### config.mk
export PLATFORM = sky130hd
export DESIGN_NAME = slink_top
export DESIGN_NICKNAME = d
export VERILOG_FILES = /design/src/common/slink_pkg.sv /design/src/hdl/slink_fifo.sv /design/src/hdl/slink_top.sv
export VERILOG_INCLUDE_DIRS = /design/src /design/src/common
export SDC_FILE = /design/constraint.sdc
export NUM_CORES = 1
export LEC_CHECK = 0
export ABC_AREA = 1
export BUFFER_PORTS_ARGS = -buffer_cell sky130_fd_sc_hd__buf_4
export CAP_MARGIN = 5
export CELL_PAD_IN_SITES_DETAIL_PLACEMENT = 0
export CELL_PAD_IN_SITES_GLOBAL_PLACEMENT = 1
export CORE_MARGIN = 10
export CORE_UTILIZATION = 49
export CTS_CLUSTER_SIZE = 40
export DETAILED_ROUTE_END_ITERATION = 8
export PLACE_DENSITY_LB_ADDON = 0.1
export REMOVE_ABC_BUFFERS = 1
export SYNTH_ARGS = -nofsm -noshare
export SYNTH_HDL_FRONTEND = slang
export SYNTH_SLANG_ARGS = --single-unit
### constraint.sdc
create_clock -name core_clk_in -period 3.5 [get_ports core_clk_in]
set_clock_uncertainty 0.15 [all_clocks]
set_input_delay 0.7 -clock core_clk_in [delete_from_list [all_inputs] [get_ports core_clk_in]]
set_output_delay 0.7 -clock core_clk_in [all_outputs]
set_load 0.01 [all_outputs]
### src/common/slink_cfg.svh
// Functional notes
// RULE1: Capture 21 inputs each clock rise, serialize next. Code drops rises that come while the FIFO is full.
// RULE2: Three serial data pairs share the word.
// RULE3: Seven slots per pair, bit 0 first.
// RULE4: Forward clock copy beside the data pairs.
// RULE5: Transmit powerdown releases all serial outputs.
// RULE6: Receive powerdown forces parallel outputs low.
// RULE7: Receiver locks within ten milliseconds.
// RULE8: Receive powerdown complete within one microsecond.
// RULE9: Link period equals strobe period, 15-50 ns. Code needs 7 core cycles per word, 350 ns at 20 MHz.
// RULE10: Seven strobe points spaced across one period.
// RULE11: Receiver presents 21 bits, rising strobe edge.
// RULE12: Source ties unused inputs low.
// RULE13: Input n maps pair n/7, slot n%7.
`ifndef SLINK_CFG_SVH
`define SLINK_CFG_SVH

`define SLINK_WORD_BITS 21
`define SLINK_PAIRS 3
`define SLINK_SLOTS 7
`define SLINK_LAST_SLOT 3'h6
`define SLINK_CLK_HIGH_SLOTS 3'h4
`define SLINK_FIFO_DEPTH 8
`define SLINK_CORE_MHZ 20
`define SLINK_PLL_LOCK_MS 10
`define SLINK_PLL_LOCK_CYCLES (`SLINK_PLL_LOCK_MS * 1000 * `SLINK_CORE_MHZ)
`define SLINK_LOCK_EDGES 4'h4
`define SLINK_LOSS_CYCLES 8'h40
`define SLINK_STROBE_LOW 3'h3

`endif

### src/common/slink_pkg.sv
package slink_pkg;
  // Transmit serializer states, Gray coded.
  typedef enum logic [0:0] {
    SLINK_TX_IDLE = 1'b0,
    SLINK_TX_SHIFT = 1'b1
  } slink_tx_state_e;
  // Receive deserializer states, Gray coded.
  typedef enum logic [0:0] {
    SLINK_RX_WAIT = 1'b0,
    SLINK_RX_SAMPLE = 1'b1
  } slink_rx_state_e;
  typedef logic [2:0] slink_slot_t;
endpackage

### src/hdl/slink_fifo.sv
// Small synchronous FIFO; ready and valid are honest from the count.
module slink_fifo #(
  parameter int WIDTH = 21,
  parameter int DEPTH = 8
) (
  input wire logic core_clk_in,
  input wire logic resetn_in,
  input wire logic [WIDTH-1:0] fifo_data_in,
  input wire logic fifo_valid_in,
  output logic fifo_ready_out,
  output logic [WIDTH-1:0] fifo_data_out,
  output logic fifo_valid_out,
  input wire logic fifo_ready_in
);
  localparam int AW = (DEPTH > 1) ? $clog2(DEPTH) : 1;
  localparam logic [AW:0] FULL_COUNT = AW'(DEPTH) == '0 ? {1'b1, {AW{1'b0}}} : (AW+1)'(DEPTH);
  localparam logic [AW-1:0] LAST_PTR = AW'(DEPTH - 1);

  logic [WIDTH-1:0] mem [DEPTH];
  logic [AW-1:0] wr_ptr;
  logic [AW-1:0] rd_ptr;
  logic [AW:0] count;
  logic [AW-1:0] next_wr_ptr;
  logic [AW-1:0] next_rd_ptr;
  logic [AW:0] next_count;
  logic push;
  logic pop;

  assign fifo_ready_out = (count != FULL_COUNT);
  assign fifo_valid_out = (count != '0);
  assign fifo_data_out = mem[rd_ptr];
  assign push = fifo_valid_in && fifo_ready_out;
  assign pop = fifo_valid_out && fifo_ready_in;

  // Pointers wrap at the depth so a non-power-of-two depth still works.
  always_comb begin
    next_wr_ptr = wr_ptr;
    next_rd_ptr = rd_ptr;
    next_count = count;
    if (push) begin
      next_wr_ptr = (wr_ptr == LAST_PTR) ? '0 : wr_ptr + 1'b1;
    end
    if (pop) begin
      next_rd_ptr = (rd_ptr == LAST_PTR) ? '0 : rd_ptr + 1'b1;
    end
    if (push && !pop) begin
      next_count = count + 1'b1;
    end else if (pop && !push) begin
      next_count = count - 1'b1;
    end
  end

  always_ff @(posedge core_clk_in or negedge resetn_in) begin
    if (!resetn_in) begin
      wr_ptr <= '0;
      rd_ptr <= '0;
      count <= '0;
    end else begin
      wr_ptr <= next_wr_ptr;
      rd_ptr <= next_rd_ptr;
      count <= next_count;
    end
  end

  // Storage has no reset; only the pointers give it meaning.
  always_ff @(posedge core_clk_in) begin
    if (push) begin
      mem[wr_ptr] <= fifo_data_in;
    end
  end
endmodule

### src/hdl/slink_top.sv
`include "slink_cfg.svh"

// Transmit and receive ends of the seven-to-one serial link.
module slink_top
  import slink_pkg::*;
#(
  parameter int LOCK_LIMIT_CYCLES = `SLINK_PLL_LOCK_CYCLES
) (
  input wire logic core_clk_in,
  input wire logic resetn_in,
  input wire logic tx_parallel_clock_in,
  input wire logic [`SLINK_WORD_BITS-1:0] tx_parallel_in,
  input wire logic tx_powerdown_n_in,
  output logic [`SLINK_PAIRS-1:0] tx_serial_pair_out,
  output logic tx_serial_oe_out,
  output logic tx_forwarded_clock_out,
  output logic tx_fifo_ready_out,
  input wire logic [`SLINK_PAIRS-1:0] rx_serial_pair_in,
  input wire logic rx_forwarded_clock_in,
  input wire logic rx_powerdown_n_in,
  output logic [`SLINK_WORD_BITS-1:0] rx_parallel_out,
  output logic rx_strobe_clock_out,
  output logic rx_locked_out,
  output logic rx_lock_timeout_out
);
  localparam int W = `SLINK_WORD_BITS;
  localparam int P = `SLINK_PAIRS;

  // Two-stage synchronisers for every pin; stage one feeds stage two only.
  logic [W+1:0] tx_meta;
  logic [W+1:0] tx_sync;
  logic [P+1:0] rx_meta;
  logic [P+1:0] rx_sync;
  logic tx_clk_prev;
  logic rx_clk_prev;
  always_ff @(posedge core_clk_in or negedge resetn_in) begin
    if (!resetn_in) begin
      tx_meta <= '0;
      tx_sync <= '0;
      rx_meta <= '0;
      rx_sync <= '0;
      tx_clk_prev <= 1'b0;
      rx_clk_prev <= 1'b0;
    end else begin
      tx_meta <= {tx_powerdown_n_in, tx_parallel_clock_in, tx_parallel_in};
      tx_sync <= tx_meta;
      rx_meta <= {rx_powerdown_n_in, rx_forwarded_clock_in, rx_serial_pair_in};
      rx_sync <= rx_meta;
      tx_clk_prev <= tx_sync[W];
      rx_clk_prev <= rx_sync[P];
    end
  end

  logic [W-1:0] tx_word_sync;
  logic tx_pd_n;
  logic tx_clk_rise;
  logic [P-1:0] rx_bits;
  logic rx_pd_n;
  logic rx_clk_rise;
  assign tx_word_sync = tx_sync[W-1:0];
  assign tx_pd_n = tx_sync[W+1];
  assign tx_clk_rise = tx_sync[W] && !tx_clk_prev;
  assign rx_bits = rx_sync[P-1:0];
  assign rx_pd_n = rx_sync[P+1];
  assign rx_clk_rise = rx_sync[P] && !rx_clk_prev;

  // Words captured while the queue is full are lost; the ready port warns the source.
  logic fifo_in_ready;
  logic [W-1:0] fifo_word;
  logic fifo_out_valid;
  logic tx_pop;
  logic tx_push;
  // RULE1: capture each rise.
  assign tx_push = tx_clk_rise && tx_pd_n;

  slink_fifo #(
    .WIDTH(W),
    .DEPTH(`SLINK_FIFO_DEPTH)
  ) u_tx_fifo (
    .core_clk_in(core_clk_in),
    .resetn_in(resetn_in),
    .fifo_data_in(tx_word_sync),
    .fifo_valid_in(tx_push),
    .fifo_ready_out(fifo_in_ready),
    .fifo_data_out(fifo_word),
    .fifo_valid_out(fifo_out_valid),
    .fifo_ready_in(tx_pop)
  );

  // Transmit serializer state.
  slink_tx_state_e tx_state;
  slink_tx_state_e next_tx_state;
  slink_slot_t tx_slot;
  slink_slot_t next_tx_slot;
  logic [W-1:0] tx_word;
  logic [W-1:0] next_tx_word;
  logic [P-1:0] next_tx_pair;
  logic next_tx_oe;
  logic next_tx_fwd;

  // A new word is taken in idle or on the last slot, so words run back to back.
  always_comb begin
    next_tx_state = tx_state;
    next_tx_slot = tx_slot;
    next_tx_word = tx_word;
    tx_pop = 1'b0;
    next_tx_pair = '0;
    next_tx_fwd = 1'b0;
    // RULE5: release outputs in powerdown.
    next_tx_oe = tx_pd_n;
    if (!tx_pd_n) begin
      next_tx_state = SLINK_TX_IDLE;
      next_tx_slot = '0;
    end else begin
      if (tx_state == SLINK_TX_SHIFT) begin
        // RULE13: pair n/7, slot n%7.
        for (int p = 0; p < P; p++) begin
          next_tx_pair[p] = tx_word[p * `SLINK_SLOTS + int'(tx_slot)];
        end
        // RULE4: forwarded clock copy.
        next_tx_fwd = (tx_slot < `SLINK_CLK_HIGH_SLOTS);
      end
      // RULE3: seven slots then next.
      if (tx_state == SLINK_TX_IDLE || tx_slot == `SLINK_LAST_SLOT) begin
        tx_pop = fifo_out_valid;
        next_tx_slot = '0;
        next_tx_state = fifo_out_valid ? SLINK_TX_SHIFT : SLINK_TX_IDLE;
        if (fifo_out_valid) begin
          next_tx_word = fifo_word;
        end
      end else begin
        next_tx_slot = tx_slot + 3'h1;
      end
    end
  end

  // RULE2: three pairs driven.
  always_ff @(posedge core_clk_in or negedge resetn_in) begin
    if (!resetn_in) begin
      tx_state <= SLINK_TX_IDLE;
      tx_slot <= '0;
      tx_word <= '0;
      tx_serial_pair_out <= '0;
      tx_serial_oe_out <= 1'b0;
      tx_forwarded_clock_out <= 1'b0;
      tx_fifo_ready_out <= 1'b0;
    end else begin
      tx_state <= next_tx_state;
      tx_slot <= next_tx_slot;
      tx_word <= next_tx_word;
      tx_serial_pair_out <= next_tx_pair;
      tx_serial_oe_out <= next_tx_oe;
      tx_forwarded_clock_out <= next_tx_fwd;
      tx_fifo_ready_out <= fifo_in_ready;
    end
  end

  // Receive deserializer and lock tracking state.
  slink_rx_state_e rx_state;
  slink_rx_state_e next_rx_state;
  slink_slot_t rx_slot;
  slink_slot_t next_rx_slot;
  logic [W-1:0] rx_acc;
  logic [W-1:0] next_rx_acc;
  logic [3:0] lock_edges;
  logic [3:0] next_lock_edges;
  logic [7:0] gap_cnt;
  logic [7:0] next_gap_cnt;
  logic [31:0] lock_timer;
  logic [31:0] next_lock_timer;
  logic [2:0] strobe_cnt;
  logic [2:0] next_strobe_cnt;
  logic [W-1:0] next_rx_out;
  logic next_strobe;
  logic next_locked;
  logic next_timeout;
  logic word_done;

  // Sampling starts in the cycle the forwarded clock rise is seen, one slot per cycle.
  always_comb begin
    next_rx_state = rx_state;
    next_rx_slot = rx_slot;
    next_rx_acc = rx_acc;
    word_done = 1'b0;
    // RULE10: successive strobe points.
    if (rx_clk_rise) begin
      next_rx_state = SLINK_RX_SAMPLE;
      next_rx_slot = 3'h1;
      for (int p = 0; p < P; p++) begin
        next_rx_acc[p * `SLINK_SLOTS] = rx_bits[p];
      end
    end else if (rx_state == SLINK_RX_SAMPLE) begin
      // RULE13: inverse slot mapping.
      for (int p = 0; p < P; p++) begin
        next_rx_acc[p * `SLINK_SLOTS + int'(rx_slot)] = rx_bits[p];
      end
      if (rx_slot == `SLINK_LAST_SLOT) begin
        word_done = 1'b1;
        next_rx_state = SLINK_RX_WAIT;
        next_rx_slot = '0;
      end else begin
        next_rx_slot = rx_slot + 3'h1;
      end
    end
  end

  // Lock needs a run of regular edges; a long gap means the clock has stopped.
  always_comb begin
    next_lock_edges = lock_edges;
    next_gap_cnt = gap_cnt;
    next_lock_timer = lock_timer;
    next_timeout = rx_lock_timeout_out;
    if (rx_clk_rise) begin
      next_gap_cnt = '0;
      if (lock_edges != `SLINK_LOCK_EDGES) begin
        next_lock_edges = lock_edges + 4'h1;
      end
    end else if (gap_cnt == `SLINK_LOSS_CYCLES) begin
      next_lock_edges = '0;
    end else begin
      next_gap_cnt = gap_cnt + 8'h01;
    end
    if (!rx_pd_n) begin
      next_lock_edges = '0;
    end
    next_locked = (next_lock_edges == `SLINK_LOCK_EDGES);
    // RULE7: lock time watchdog.
    if (next_locked || !rx_pd_n) begin
      next_lock_timer = '0;
      next_timeout = 1'b0;
    end else if (lock_timer >= 32'(LOCK_LIMIT_CYCLES)) begin
      next_timeout = 1'b1;
    end else begin
      next_lock_timer = lock_timer + 32'h0000_0001;
    end
  end

  // Output word and strobe clock; one strobe period per link period.
  always_comb begin
    next_rx_out = rx_parallel_out;
    next_strobe = rx_strobe_clock_out;
    next_strobe_cnt = strobe_cnt;
    if (!rx_pd_n) begin
      // RULE6: outputs forced low.
      // RULE8: entry within a few cycles.
      next_rx_out = '0;
      next_strobe = 1'b0;
      next_strobe_cnt = '0;
    end else if (word_done && rx_locked_out) begin
      // RULE11: data then rising strobe.
      next_rx_out = next_rx_acc;
      next_strobe = 1'b0;
      next_strobe_cnt = `SLINK_STROBE_LOW;
    end else if (strobe_cnt != '0) begin
      next_strobe_cnt = strobe_cnt - 3'h1;
      // RULE9: strobe period follows link.
      if (strobe_cnt == 3'h1) begin
        next_strobe = 1'b1;
      end
    end
  end

  always_ff @(posedge core_clk_in or negedge resetn_in) begin
    if (!resetn_in) begin
      rx_state <= SLINK_RX_WAIT;
      rx_slot <= '0;
      rx_acc <= '0;
      lock_edges <= '0;
      gap_cnt <= '0;
      lock_timer <= '0;
      strobe_cnt <= '0;
      rx_parallel_out <= '0;
      rx_strobe_clock_out <= 1'b0;
      rx_locked_out <= 1'b0;
      rx_lock_timeout_out <= 1'b0;
    end else begin
      rx_state <= next_rx_state;
      rx_slot <= next_rx_slot;
      rx_acc <= next_rx_acc;
      lock_edges <= next_lock_edges;
      gap_cnt <= next_gap_cnt;
      lock_timer <= next_lock_timer;
      strobe_cnt <= next_strobe_cnt;
      rx_parallel_out <= next_rx_out;
      rx_strobe_clock_out <= next_strobe;
      rx_locked_out <= next_locked;
      rx_lock_timeout_out <= next_timeout;
    end
  end
endmodule

==> metrics.csv <==
metric;value;unit
status;finished clean;
layout cell share with drive strength beyond 1;13.6;%
flops & latches, synth;363;
DRT Pass-1 Iters;5;
CTS Root Cell;clkbuf_16;
Initial Util;49.8;%
worst r2r dst;u_tx_fifo.count[3];
post-route ant nets;0;
Overflow after GRT;0;
Synth Cell Area;15200;um^2
post-synth top area cell;edfxtp_1;
Least-Margin Pin Slew;0.877;ns
die area;38500;um^2
setup bufs post-CTS;0;
crit path kind;register to register;
ant diodes;0;
sequential cell area;9930;um^2
Top cell by count, worst path;nand2_1;
Reg2Reg Depth;14;
top_reg_cell synth;dfrtp_1;
Tot Pwr;12.6;mW
Setup TNS Final;0;ns
CP startpoint kind;register;
Worst Path Max Fanout;16;
Iter 0 DRT Violations;599;
Cells after Synth;1417;
Slew HR;41.6;%
CP Cell Sequence;inv_1, ha_1, nand2_1, nand2_1, nand3_1, ha_1, inv_1, ha_1, a21o_1, a21oi_1, nand2_1, nand2_1, nor2_1, xor2_1;
htree depth;2;
Die H;196;um
RSZ-0062 raised after global routing;false;
# IOs;60;
largest net degree at the start of global routing;95;
final hold violations;0;
pwr dens;725;nW/um^2
TritonCTS buffer count;39;
post_cts resized;0;
routed vias;9904;
top cells by count, synth;nand2_1 (211), nor2_1 (209), dfrtp_1 (195);
# hold bufs at CTS;0;
vias in the first global route;9946;
Synth area leaders;edfxtp_1 (33%), dfrtp_1 (32%), o21ai_0 (5.4%);
GP Congestion;0.859;
crit path DAT;2.97;ns
Clock Tree Buf Depth;3;
final worst-path cycle share;77.5;%
Synth async-reset ratio;53.7;%
via/cell ratio;5.20;
mean area per synthesized cell;10.7;um^2
CTS tree;yes;
Global Route Usage Sum;16.7;%
register area share after synthesis;65.2;%
Cell Rows;64;
Slew Limit Fails;0;
die width;196;um
IO Port Bufs;59;
Residual DRC;0;
Worst EP required;3.76;ns
global-route wire length before repair;52600;um
Worst path max stage delay;0.38;ns
HP Class;input port to async pin;
area occupied by multi-input gates;4540;um^2
Top delay family on crit path;adder cells;
Peak Freq;369;MHz
DP HPWL;19600;um
maximum VDD drop;326;uV
Area growth syn-to-layout;14.2;%
Leak;7.22;nW
antenna violations before repair;0;
EDFF count, synth;168;
Wirelength per Cell;16.8;um
Yosys Warn Count;0;
Final setup violation count;0;
Post-Route WL;32000;um
crit path max-delay cell type;dfrtp_1;
R2R setup slack;0.79;ns
Reg-to-Reg Start;tx_slot[0];
top-area cell type share of the netlist area;33.1;%
Buf/Inv on CP;2;
layout net count;1538;
TritonCTS Sinks;363;
count leader, synth;nand2_1;
Fillers;2628;
max-cap violations;0;
clk slew on worst S/H paths;0.06;ns
CP Capture Type;register;
fin crit period;2.71;ns
Unique masters post-synth;52;
clk_lat worst skew;0.52;ns
Core ar.;30600;um^2
## power by group
part | internal, mW | switching (mW)
Combinational | 1.06 | 1.98
Clock | 2.48 | 1.62
Sequential | 4.96 | 0.508
Total | 8.51 | 4.10
## layout make-up
cell class                      count  share of cell area [%]
Timing Repair Buffer               83                    3.77
Multi-Input combinational cell    869                    26.1
Clock buffer                       53                    6.28
Clock inverter                     18                    1.14
Tap cell                          396                    2.85
Inverter                          124                    2.71
Sequential cell                   363                    57.1
## kinds of logic after synthesis
kind of cell    synth area share (%)
fa+ha+maj                       2.35
simple gates                    15.1
compound gates                  11.3
xor+xnor                       0.345
buf+inv                         5.19
mux                            0.526
flops                           65.2
## placed cells by master (no fill, tap or decap), types with 4 or more instances in the layout
cell type and instances:
ha_1 27, o211ai_1 44, clkinvlp_4 4, nor3_1 10, nor2_1 205, bufinv_16 4, clkinv_2 6, a31oi_1 5
xnor2_1 4, a22o_1 5, o21ai_2 4, clkinv_1 4, o32ai_1 6, nand2_4 4, a21oi_1 42, o21ai_1 9
nor2_2 15, dfrtp_1 192, clkbuf_16 41, nand3_1 38, nand2_1 211, edfxtp_1 168, o21ai_0 163, nor3_2 4
nand2_2 9, clkbuf_1 10, inv_1 118, nand4_1 14, o221ai_1 6, buf_4 80, mux2i_1 8, nor2_4 9
## metal layers
layer	part of all wire [%]	track usage (%)	vias up
li1	-	-	4933
met1	46	21.7	4799
met2	50	28.8	131
met3	2.9	2.56	41
met4	1.7	4.19	0
met5	0	0	-
## worst max path at each step
| stage | end | startpoint | slack (ns) | cells past startpoint |
|---|---|---|---|---|
| after floorplan | tx_word[19] | u_tx_fifo.rd_ptr[0] | 0.26 | 5 |
| after global placement | u_tx_fifo.count[3] | tx_slot[0] | 0.90 | 14 |
| after detailed placement | u_tx_fifo.count[3] | tx_slot[0] | 0.82 | 13 |
| after CTS | u_tx_fifo.count[3] | tx_slot[0] | 0.82 | 13 |
| after global routing | u_tx_fifo.count[3] | tx_slot[0] | 0.60 | 13 |
| final | u_tx_fifo.count[3] | tx_slot[0] | 0.79 | 14 |
## through the flow
stage	util, %	setup WS, ns	area [um^2]	hold WS [ns]	cells
after floorplan	-	0.261	14900	0.181	1356
after global placement	52.6	0.900	16100	0.182	1835
after detailed placement	52.6	0.823	16100	0.185	1835
after CTS	56.8	0.817	17400	0.0869	1906
after global routing	56.8	0.595	17400	0.102	1906
final	56.8	0.787	17400	0.0450	1906
## registers in the layout (all words and copies together), names as in the netlist, 3 cells and up
| signal | flops |
|---|---|
| u_tx_fifo.rd_ptr | 3 |
| lock_edges | 4 |
| tx_serial_pair_out | 3 |
| tx_sync | 23 |
| gap_cnt | 8 |
| rx_sync | 5 |
| rx_acc | 21 |
| u_tx_fifo.count | 4 |
| strobe_cnt | 3 |
| lock_timer | 32 |
| tx_meta | 23 |
| rx_meta | 5 |
| rx_parallel_out | 21 |
| tx_slot | 3 |
| rx_slot | 3 |
| u_tx_fifo.wr_ptr | 3 |
| u_tx_fifo.mem | 168 |
| tx_word | 21 |
## worst register-to-register path: stages, from the launching register on
cell and delay [ns]:
dfrtp_1 0.38, inv_1 0.34, ha_1 0.22, nand2_1 0.07
nand2_1 0.08, nand3_1 0.11, ha_1 0.25, inv_1 0.12
ha_1 0.25, a21o_1 0.17, a21oi_1 0.17, nand2_1 0.07
nand2_1 0.06, nor2_1 0.04, xor2_1 0.13
Power figures use the tool's default switching activity.
